### config.mk
export PLATFORM = sky130hd
export DESIGN_NAME = can_node_config_objects
export DESIGN_NICKNAME = d
export VERILOG_FILES = /design/src/include/can_cfg_pkg.sv /design/src/hdl/can_node_config_objects.sv /design/src/hdl/cfg_nv_store.sv
export VERILOG_INCLUDE_DIRS = /design/src /design/src/include
export SDC_FILE = /design/constraint.sdc
export NUM_CORES = 1
export LEC_CHECK = 0
export ABC_CLOCK_PERIOD_IN_PS = 4800
export BUFFER_PORTS_ARGS = -buffer_cell sky130_fd_sc_hd__buf_4
export CAP_MARGIN = 0
export CORE_MARGIN = 4
export CORE_UTILIZATION = 50
export CTS_CLUSTER_SIZE = 14
export DETAILED_ROUTE_END_ITERATION = 8
export GPL_TIMING_DRIVEN = 0
export MAX_ROUTING_LAYER = met4
export PLACE_DENSITY = 0.74
export SETUP_SLACK_MARGIN = 0.15
export SYNTH_ARGS = -nofsm -noshare
export SYNTH_HDL_FRONTEND = slang
export SYNTH_HIERARCHICAL = 1
export SYNTH_SLANG_ARGS = --single-unit
### constraint.sdc
create_clock -name mclk -period 4.8 [get_ports mclk]
set_input_delay 0.24 -clock mclk [delete_from_list [all_inputs] [get_ports mclk]]
set_output_delay 0.24 -clock mclk [all_outputs]
set_load 0.005 [all_outputs]
### src/include/can_cfg_consts.svh
// Operation
// - Second transmit message mapping reads 60040020h, ignores writes.
// - Mapping entries stay read-only; a master write to one is refused.
// - Rate codes 0..8 give 10,20,50,100,125,250,500,800,1000 kbit/s.
// - The bit-rate selector is 8-bit read/write and resets to code 2.
// - The node identifier only accepts values 1 through 127.
// - The node identifier is 8-bit read/write and resets to 1.
`ifndef CAN_CFG_CONSTS_SVH
`define CAN_CFG_CONSTS_SVH

// ****************************************************
// Object indices (byte address is four times these)
// ****************************************************
`define CFG_IDX_TX2_MAP 16'h1a01
`define CFG_IDX_RATE 16'h2100
`define CFG_IDX_NODE 16'h2101
`define CFG_IDX_CTRL 16'h2180
`define CFG_IDX_STAT 16'h2181

// ****************************************************
// Reset values and limits
// ****************************************************
`define CFG_TX2_MAP_VAL 32'h60040020
`define CFG_RATE_RST 8'h02
`define CFG_NODE_RST 8'h01
`define CFG_RATE_MAX 8'h08
`define CFG_NODE_MIN 8'h01
`define CFG_NODE_MAX 8'h7f

// ****************************************************
// Control and status fields
// ****************************************************
`define CFG_CTRL_STORE 0
`define CFG_CTRL_REINIT 1
`define CFG_STAT_RATE_LSB 0
`define CFG_STAT_NODE_LSB 8
`define CFG_STAT_BUSY 16
`define CFG_STAT_PEND 17
`define CFG_STAT_REJ_RO 18
`define CFG_STAT_REJ_RANGE 19

// ****************************************************
// Bit rate table in kbit/s
// ****************************************************
`define CFG_KBPS_0 16'h000a
`define CFG_KBPS_1 16'h0014
`define CFG_KBPS_2 16'h0032
`define CFG_KBPS_3 16'h0064
`define CFG_KBPS_4 16'h007d
`define CFG_KBPS_5 16'h00fa
`define CFG_KBPS_6 16'h01f4
`define CFG_KBPS_7 16'h0320
`define CFG_KBPS_8 16'h03e8

// ****************************************************
// Timing
// ****************************************************
`define CFG_CLK_NS 5
`define CFG_STORE_NS 1000

`endif

### src/include/can_cfg_pkg.sv
package can_cfg_pkg;

    // Bus handshake states
    typedef enum logic [1:0] {
        BUS_IDLE = 2'b01,
        BUS_ACK = 2'b10
    } bus_state_e;

    // Avalon-MM request from the master
    typedef struct packed {
        logic [15:0] address;
        logic read;
        logic write;
        logic [31:0] writedata;
        logic [3:0] byteenable;
    } av_req_s;

    // Avalon-MM answer to the master
    typedef struct packed {
        logic [31:0] readdata;
        logic waitrequest;
    } av_rsp_s;

    // Whole state of the object block
    typedef struct packed {
        bus_state_e fsm;
        logic [31:0] readdata;
        logic [7:0] rate;
        logic [7:0] node;
        logic [7:0] act_rate;
        logic [7:0] act_node;
        logic [15:0] act_kbps;
        logic rej_ro;
        logic rej_range;
        logic store_req;
    } cfg_state_s;

    // Whole state of the non-volatile image
    typedef struct packed {
        logic [7:0] cnt;
        logic busy;
        logic [7:0] new_rate;
        logic [7:0] new_node;
        logic [7:0] rate;
        logic [7:0] node;
    } nv_state_s;

endpackage

### src/hdl/can_node_config_objects.sv
// The Avalon-MM slave port was chosen for this implementation.
`include "can_cfg_consts.svh"

module can_node_config_objects (
    input wire logic mclk,
    input wire logic reset,
    input can_cfg_pkg::av_req_s av_req,
    output can_cfg_pkg::av_rsp_s av_rsp,
    output logic [7:0] bit_rate_code,
    output logic [15:0] bit_rate_kbps,
    output logic [7:0] node_identifier,
    output logic store_busy,
    output logic config_pending
);

    // ****************************************************
    // Decoding helpers
    // ****************************************************

    // Legal bit-rate code
    function automatic logic rate_ok(input logic [7:0] code);
        rate_ok = (code <= `CFG_RATE_MAX);
    endfunction

    // Legal node identifier
    function automatic logic node_ok(input logic [7:0] id);
        node_ok = (id >= `CFG_NODE_MIN) && (id <= `CFG_NODE_MAX);
    endfunction

    // Code to kbit/s; illegal codes never reach here but read zero
    function automatic logic [15:0] rate_kbps(input logic [7:0] code);
        case (code)
            8'h00: rate_kbps = `CFG_KBPS_0;
            8'h01: rate_kbps = `CFG_KBPS_1;
            8'h02: rate_kbps = `CFG_KBPS_2;
            8'h03: rate_kbps = `CFG_KBPS_3;
            8'h04: rate_kbps = `CFG_KBPS_4;
            8'h05: rate_kbps = `CFG_KBPS_5;
            8'h06: rate_kbps = `CFG_KBPS_6;
            8'h07: rate_kbps = `CFG_KBPS_7;
            8'h08: rate_kbps = `CFG_KBPS_8;
            default: rate_kbps = 16'h0000;
        endcase
    endfunction

    // ****************************************************
    // State and the non-volatile image
    // ****************************************************

    can_cfg_pkg::cfg_state_s s_q;
    can_cfg_pkg::cfg_state_s s_d;
    logic [7:0] stored_rate;
    logic [7:0] stored_node;
    logic nv_busy;
    logic pending;
    logic [31:0] status_word;
    logic [31:0] read_word;

    // Programming model of the configuration memory
    cfg_nv_store u_nv (
        .mclk(mclk),
        .reset(reset),
        .store_req(s_q.store_req),
        .rate_in(s_q.rate),
        .node_in(s_q.node),
        .stored_rate(stored_rate),
        .stored_node(stored_node),
        .busy(nv_busy)
    );

    // Something written has not yet reached the running node
    assign pending = (s_q.rate != s_q.act_rate) ||
                     (s_q.node != s_q.act_node) ||
                     (stored_rate != s_q.act_rate) ||
                     (stored_node != s_q.act_node);

    // ****************************************************
    // Read path
    // ****************************************************

    // Status word: running values, store busy, pending, sticky refusals
    always_comb begin
        status_word = 32'h00000000;
        status_word[`CFG_STAT_RATE_LSB +: 8] = s_q.act_rate;
        status_word[`CFG_STAT_NODE_LSB +: 8] = s_q.act_node;
        status_word[`CFG_STAT_BUSY] = nv_busy;
        status_word[`CFG_STAT_PEND] = pending;
        status_word[`CFG_STAT_REJ_RO] = s_q.rej_ro;
        status_word[`CFG_STAT_REJ_RANGE] = s_q.rej_range;
    end

    // Read multiplexer; unmapped indices read as zero
    always_comb begin
        read_word = 32'h00000000;
        case (av_req.address)
            `CFG_IDX_TX2_MAP: read_word = `CFG_TX2_MAP_VAL;
            `CFG_IDX_RATE: read_word = {24'h000000, s_q.rate};
            `CFG_IDX_NODE: read_word = {24'h000000, s_q.node};
            `CFG_IDX_STAT: read_word = status_word;
            default: read_word = 32'h00000000;
        endcase
    end

    // ****************************************************
    // Bus handshake and object updates
    // ****************************************************

    // One wait cycle per access: read data are registered on the way
    // into the answer cycle so they stand still at the sampling edge.
    // Writes act in the answer cycle, when the master still holds them.
    always_comb begin
        s_d = s_q;
        s_d.store_req = 1'b0;
        unique case (s_q.fsm)
            can_cfg_pkg::BUS_IDLE: begin
                if (av_req.read || av_req.write) begin
                    s_d.fsm = can_cfg_pkg::BUS_ACK;
                    s_d.readdata = av_req.read ? read_word : 32'h00000000;
                end
            end
            can_cfg_pkg::BUS_ACK: begin
                s_d.fsm = can_cfg_pkg::BUS_IDLE;
                // Clear first so that a refusal in this cycle wins
                if (av_req.write && av_req.byteenable[2] &&
                    av_req.address == `CFG_IDX_STAT) begin
                    if (av_req.writedata[`CFG_STAT_REJ_RO]) begin
                        s_d.rej_ro = 1'b0;
                    end
                    if (av_req.writedata[`CFG_STAT_REJ_RANGE]) begin
                        s_d.rej_range = 1'b0;
                    end
                end
                if (av_req.write) begin
                    case (av_req.address)
                        `CFG_IDX_TX2_MAP: begin
                            s_d.rej_ro = 1'b1;
                        end
                        `CFG_IDX_RATE: begin
                            if (av_req.byteenable[0]) begin
                                if (rate_ok(av_req.writedata[7:0])) begin
                                    s_d.rate = av_req.writedata[7:0];
                                end else begin
                                    s_d.rej_range = 1'b1;
                                end
                            end
                        end
                        `CFG_IDX_NODE: begin
                            if (av_req.byteenable[0]) begin
                                if (node_ok(av_req.writedata[7:0])) begin
                                    s_d.node = av_req.writedata[7:0];
                                end else begin
                                    s_d.rej_range = 1'b1;
                                end
                            end
                        end
                        `CFG_IDX_CTRL: begin
                            // Commands are dropped while programming runs
                            if (av_req.byteenable[0] && !nv_busy) begin
                                if (av_req.writedata[`CFG_CTRL_STORE]) begin
                                    s_d.store_req = 1'b1;
                                end else if (av_req.writedata[
                                        `CFG_CTRL_REINIT]) begin
                                    s_d.rate = stored_rate;
                                    s_d.node = stored_node;
                                    s_d.act_rate = stored_rate;
                                    s_d.act_node = stored_node;
                                    s_d.act_kbps = rate_kbps(stored_rate);
                                end
                            end
                        end
                        default: begin
                            s_d.fsm = can_cfg_pkg::BUS_IDLE;
                        end
                    endcase
                end
            end
            default: begin
                s_d.fsm = can_cfg_pkg::BUS_IDLE;
            end
        endcase
    end

    // ****************************************************
    // State register
    // ****************************************************

    always_ff @(posedge mclk) begin
        if (reset) begin
            s_q <= '{fsm: can_cfg_pkg::BUS_IDLE,
                     readdata: 32'h00000000,
                     rate: `CFG_RATE_RST,
                     node: `CFG_NODE_RST,
                     act_rate: `CFG_RATE_RST,
                     act_node: `CFG_NODE_RST,
                     act_kbps: `CFG_KBPS_2,
                     rej_ro: 1'b0,
                     rej_range: 1'b0,
                     store_req: 1'b0};
        end else begin
            s_q <= s_d;
        end
    end

    // ****************************************************
    // Outputs
    // ****************************************************

    // Waitrequest drops only in the answer cycle
    assign av_rsp.waitrequest = (s_q.fsm != can_cfg_pkg::BUS_ACK);
    assign av_rsp.readdata = s_q.readdata;

    // Running values, changed only by reinit
    assign bit_rate_code = s_q.act_rate;
    assign bit_rate_kbps = s_q.act_kbps;
    assign node_identifier = s_q.act_node;
    assign store_busy = nv_busy;
    assign config_pending = pending;

endmodule

### src/hdl/cfg_nv_store.sv
`include "can_cfg_consts.svh"

module cfg_nv_store (
    input wire logic mclk,
    input wire logic reset,
    input wire logic store_req,
    input wire logic [7:0] rate_in,
    input wire logic [7:0] node_in,
    output logic [7:0] stored_rate,
    output logic [7:0] stored_node,
    output logic busy
);

    // Programming time as whole cycles, rounded up
    localparam logic [7:0] STORE_CYCLES =
        8'((`CFG_STORE_NS + `CFG_CLK_NS - 1) / `CFG_CLK_NS);

    can_cfg_pkg::nv_state_s s_q;
    can_cfg_pkg::nv_state_s s_d;

    // Image is only committed at the end of the write time, so stored_rate and
    // stored_node keep the old, complete image; reinit is dropped during programming
    always_comb begin
        s_d = s_q;
        if (s_q.busy) begin
            if (s_q.cnt == 8'h00) begin
                s_d.busy = 1'b0;
                s_d.rate = s_q.new_rate;
                s_d.node = s_q.new_node;
            end else begin
                s_d.cnt = s_q.cnt - 8'h01;
            end
        end else if (store_req) begin
            s_d.busy = 1'b1;
            s_d.cnt = STORE_CYCLES - 8'h01;
            s_d.new_rate = rate_in;
            s_d.new_node = node_in;
        end
    end

    // State register
    always_ff @(posedge mclk) begin
        if (reset) begin
            s_q <= '{cnt: 8'h00, busy: 1'b0,
                     new_rate: `CFG_RATE_RST, new_node: `CFG_NODE_RST,
                     rate: `CFG_RATE_RST, node: `CFG_NODE_RST};
        end else begin
            s_q <= s_d;
        end
    end

    assign stored_rate = s_q.rate;
    assign stored_node = s_q.node;
    assign busy = s_q.busy;

endmodule

Word-level counts from Yosys, hierarchy flattened
Memories as Yosys holds them, arrays and structs flattened. A register that Yosys moved wholly into a read port is not among the register bits.
Index checks and enable logic that the tools add are counted.
{"block": "totals", "regBits": 126, "romBits": 160, "elab_cells": 102, "memories": 1, "out_inout_bits": 67, "inputBits": 56}
{"memory": "(no name shown)", "words": 16, "word_bits": 10, "rd": 1, "rd_ports_with_merged_regs": 1, "wr": 0, "line": "can_node_config_objects.sv:32", "text": "case (code)"}
{"block": "op_classes", "muxes": 31, "eq_ne": 20, "n_bitwise": 7, "reduce_logical": 23, "n_addsub": 1, "magnitude_cmp": 3}
{"operator": "2-to-1 mux 48 bit", "n": 3}
{"operator": "one-hot mux 31 bit (4 select lines)", "n": 1}
{"operator": "== test 16 x 14 -> 1 bit (second input constant)", "n": 4}
{"operator": "2-to-1 mux 8 bit", "n": 5}
{"operator": "2-to-1 mux 32 bit", "n": 1}
{"operator": "!= test 8 bit", "n": 4}
{"operator": "one-hot mux 8 bit (2 select lines)", "n": 2}
{"operator": "2-to-1 mux 25 bit", "n": 1}
{"operator": "!= test 2 bit (second input constant)", "n": 9}
{"operator": "== test 16 x 13 -> 1 bit (second input constant)", "n": 1}
{"operator": "2-to-1 mux 16 bit", "n": 1}
{"operator": "AND reduction 8 bit", "n": 2}
{"operator": "2-to-1 mux 1 bit", "n": 11}
{"operator": "2-to-1 mux 9 bit", "n": 1}
{"operator": "greater-or-equal comparator 8 x 1 -> 1 bit (second input constant)", "n": 1}
{"operator": "<= comparator 8 x 4 -> 1 bit (second input constant)", "n": 1}
{"operator": "<= comparator 8 x 7 -> 1 bit (second input constant)", "n": 1}
{"operator": "zero test 8 bit", "n": 1}
{"operator": "2-to-1 mux 4 bit", "n": 2}
{"operator": "AND reduction 2 bit", "n": 4}
{"operator": "subtractor 8 x 1 -> 8 bit (second input constant)", "n": 1}
{"operator": "NOT 1 bit", "n": 7}
{"operator": "AND reduction 6 bit", "n": 1}
{"operator": "nonzero test 2 bit", "n": 3}
{"operator": "other kinds (11)", "n": 17}

Depth between registers and ports, before layout
{"block": "logic_depth", "ltp_word": 7, "mapped_depth": 8, "ltp_nobuf": 6}

Cells and area by module
The synthesis kept the hierarchy.
{"mod": "can_node_config_objects", "area_each_um2": 4135.2, "cells_per_inst": 522, "n_inst": 1, "seq_area_each_um2": 1361.3}
{"mod": "cfg_nv_store", "area_each_um2": 1801.7, "cells_per_inst": 214, "n_inst": 1, "seq_area_each_um2": 820.8}

Worst setup path before layout
Ideal clock, no wire load.
{"block": "synth_path", "kind": "register to register", "from": "register u_nv.s_q (netlist bit u_nv/stored_rate[7])", "to": "register s_q (netlist bit av_rsp[18])", "stages_incl_launch_ff": 7, "period_less_slack_ns": 1.889, "arrival_time_ns": 1.774, "t_required_ns": 4.685, "setup_slack_ns": 2.911, "cell_sequence": "dfxtp_1 buf_4 or3_1 a22oi_1 o2111ai_1 or4_1 a31o_1"}
{"block": "synth_between", "elab_chain_cells": 5}
{"item": "start, declared", "line": "cfg_nv_store.sv:18", "text": "can_cfg_pkg::nv_state_s s_q;"}
{"item": "start signal, assigned", "line": "cfg_nv_store.sv:44", "text": "s_q <= '{cnt: 8'h00, busy: 1'b0,"}
{"item": "!= test 8 bit", "line": "can_node_config_objects.sv:74", "text": "(stored_rate != s_q.act_rate) ||"}
{"item": "logical OR 1 bit", "line": "can_node_config_objects.sv:73", "text": "(s_q.node != s_q.act_node) ||"}
{"item": "logical OR 1 bit", "line": "can_node_config_objects.sv:74"}
{"item": "via config_pending", "line": "can_node_config_objects.sv:13", "text": "output logic config_pending"}
{"item": "one-hot mux 31 bit (4 select lines)", "line": "can_node_config_objects.sv:95", "text": "case (av_req.address)"}
{"item": "2-to-1 mux 32 bit", "line": "can_node_config_objects.sv:118", "text": "s_d.readdata = av_req.read ? read_word : 32'h00000000;"}
{"item": "end signal, assigned", "line": "can_node_config_objects.sv:189", "text": "s_q <= '{fsm: can_cfg_pkg::BUS_IDLE,"}
{"item": "end, declared", "line": "can_node_config_objects.sv:50", "text": "can_cfg_pkg::cfg_state_s s_q;"}
The timed path passes the listed nets, and every way through them passes these cells.
A chain may end at the register's enable or synchronous reset.

Worst setup path after layout
{"block": "layout_path", "from": "register u_nv.s_q (netlist bit u_nv/stored_rate[7])", "to": "output port config_pending"}
{"block": "layout_between", "elab_chain_cells": 3}
{"item": "!= test 8 bit", "line": "can_node_config_objects.sv:74"}
{"item": "logical OR 1 bit", "line": "can_node_config_objects.sv:73"}
{"item": "logical OR 1 bit", "line": "can_node_config_objects.sv:74"}
{"item": "end, declared", "line": "can_node_config_objects.sv:13"}
No other way between the ends.

==> flow_summary.toml <==
[power]
ir_worst_vdd_mv = 0.165
p_leak_nw = 2.93
powerDensity_mw_per_mm2 = 253

[timing]
period_share_pct = 54.9
slew_headroom_pct = 55.9
tns_ns = 0
maxSlewViolCount = 0
setup_viol = 0
worst_hold_slack_ns = 0.203
grt_setup_unrepaired = "false"
fin_crit_ns = 2.64
hold_viol = 0
tightest_slew_ns = 0.656
clock_skew_ns = 0.00638
fmax_mhz = 379

[routing]
postRouteAntennaNets = 0
vias = 5689
drt_drc_violations_left = 0
viasPerCell = 5.74
firstDrtPassIters = 5
drt-initial-drc-count = 569
wl_per_cell_um = 17.9
drt_wl_total_mm = 17.8

[cells_and_area]
fill_cells = 1052
final_nets = 906
diodes = 0
layout-drive-gt1-share_pct = 24.6
design_area_sq_mm = 0.00709
areaGrowthSynthToFinish_pct = 19.5

[clocking]
clock-sinks = 109
cts_tree = "done"
post_cts_resized = 0
htreeDepth = 3
clk_pin_slew_worst_paths_ns = 0.07
clk_latency_ns = 0.34
cts_hold_buffers = 0
cts-buffers-inserted = 9
cts_setup_buffers = 0
root_buffer = "clkbuf_16"
clk_path_buf_depth = 2

[synth]
netlist_instances = 736
synth-seq-area-share_pct = 36.8
yosys.area_share.adder_pct = 1.26
synth-edff-count = 0
synth_top_cell_by_area = "dfxtp_1"
synth_xor_area_share_pct = 2.51
yosys-mux-area-fraction_pct = 0.695
syn_area_sq_mm = 0.00594
synth_cell_types = 62
yosys-top-cells-area = "dfxtp_1 (37%), buf_4 (10%), a21oi_1 (7.9%)"
synth_top_family_by_area = "simple AND/OR/NAND/NOR gates"
async_reset_ff_share_pct = 0
synth_seq_cells = 109
synth_top_area_share_pct = 36.8
avgSynthCellArea_sq_um = 8.07
synth_top_flop_cell = "dfxtp_1"
synth-compound-area-share_pct = 20.0
ys_warn_count = 6
synth_simple_gate_area_share_pct = 24.2

[worst_setup_path]
cp_num_buf_inv = 2
crit_top_cell = "buf_4"
path_cells = "buf_4, or3_1, a22oi_1, o2111ai_1, or4_1, buf_4"
cp_top_family = "simple AND/OR/NAND/NOR gates"
startpoint = "u_nv/stored_rate[7]"
setup.worst_path.end_class = "primary output"
critPathMaxStageDelay_ns = 0.62
startpoint_type = "register"
critical_path_class = "register to primary output"
cpMaxStageDelayCell = "or4_1"
arrival_ns = 2.40
crit_path_max_fanout = 5
worstPathRequired_ns = 4.56
r2r_start = "u_nv/busy"

[place]
place_area_sq_mm = 0.00679
post-dp-hpwl_mm = 13.6
portBuffers = 82
gp_congestion = 0.952

[die]
start_util_pct = 51.6
die_w_um = 117
die_h_um = 117
rows = 39
pin_count = 123
dieArea_sq_mm = 0.0137
core_sq_mm = 0.0115

[global_route]
antenna_found_initial = 0
grt_overflow = 0
grt_pass1_wl_mm = 27.7
grt_max_degree = 17
grt_pass1_vias = 5302
grt_usage_pct = 26.7

[status]
status = "finished clean"

[worst_hold_path]
min_path_type = "input pin to register"
hold_start = "av_req[10]"

[flow_run]
max_cap_violations = 0
## per-stage QoR
| stage | utilization [%] | instances | setup WS [ns] | power, mW |
|---|---|---|---|---|
| global route | 61.6 | 991 | 2.08 | 1.84 |
| CTS | 61.6 | 991 | 2.14 | 1.80 |
| finish | 61.6 | 991 | 2.16 | 1.79 |
| floorplan | - | 751 | 2.91 | 0.982 |
| global placement | 58.9 | 976 | 2.46 | 1.02 |
| detailed placement | 58.9 | 976 | 2.40 | 1.03 |
## registers in the layout, indices dropped and copies added (netlist names)
name / flops
u_nv/s_q: 24
bit_rate_kbps: 10
u_nv/stored_rate: 8
bit_rate_code: 8
av_rsp: 21
node_identifier: 8
s_q: 21
u_nv/stored_node: 8
u_nv/busy: 1
## metal layers
layer | track usage (%) | share of wire (%)
met1 | 33.2 | 43
met2 | 45.1 | 49
met3 | 2.98 | 6.1
met4 | 9.17 | 2.2
met5 | - | 0
## logic make-up after synthesis
| kind of cell | Yosys count |
|---|---|
| AO/OA/AOI/OAI | 193 |
| XOR/XNOR | 17 |
| adder cells (fa/ha/maj) | 6 |
| buffers and inverters | 144 |
| flip-flops | 109 |
| multiplexers | 4 |
| other | 1 |
| AND/OR/NAND/NOR | 262 |
## worst register-to-register path: stages (launching register included)
cell	delay, ns
dfxtp_1	0.61
and4bb_2	0.35
nand4_1	0.13
or2_1	0.18
clkbuf_1	0.44
clkbuf_1	0.41
nand2_1	0.13
a21oi_1	0.16
## power by group
group | internal [mW] | switching [mW]
sequential | 0.905 | 0.00132
combinational | 0.0405 | 0.0599
clock | 0.456 | 0.331
## cell usage after synthesis, drive strengths merged (4+ instances only)
master  count
a211oi      4
or4         7
a21oi      94
dfxtp     109
nor3b       4
and3        6
xor2       14
inv        15
nand4      20
nor2       25
buf        96
nor2b       5
or2         4
nand2b      5
nor4       17
a22oi      18
nand2     100
a211o       4
nor3       24
or3         6
o31ai      29
ha          6
clkbuf     32
o21ai      17
o22ai       8
nand3      23
## worst paths after layout
path | endpoint | slack, ns | cells past startpoint
max | config_pending | 2.16 | 6
min | s_q[41] | 0.20 | 3
max reg2reg | bit_rate_code[2] | 2.32 | 7
min reg2reg | av_rsp[1] | 0.46 | 2
## layout by cell type, fill, tap and decap left out, types with 7 or more instances in the layout
cell       Yosys  routed
nand3_1       23      23
dfxtp_1      109     109
a22oi_1       18      18
a21oi_1       94      94
xor2_1        14      14
buf_2         13      13
nand2_1       99      99
o21ai_0       16      16
clkbuf_16      0       9
buf_4         80     162
nor3_1        20      20
nand4_1       19      19
clkbuf_1      32      34
conb_1         1      16
o31ai_1       29      29
inv_1         15      15
nor2_1        25      25
nor4_1        13      13
o22ai_1        8       8
or4_1          7       7
## final cells by class
| class | instances | area [sq um] | share of cell area (%) |
|---|---|---|---|
| Buffer | 128 | 797 | 11.2 |
| Clock buffer | 11 | 233 | 3.28 |
| Clock inverter | 4 | 73.8 | 1.04 |
| Inverter | 16 | 60.1 | 0.847 |
| Multi-Input combinational cell | 498 | 2950 | 41.6 |
| Sequential cell | 109 | 2180 | 30.8 |
| Tap cell | 143 | 179 | 2.52 |
| Timing Repair Buffer | 82 | 616 | 8.68 |
No activity file was read; power rests on OpenSTA's default activity.
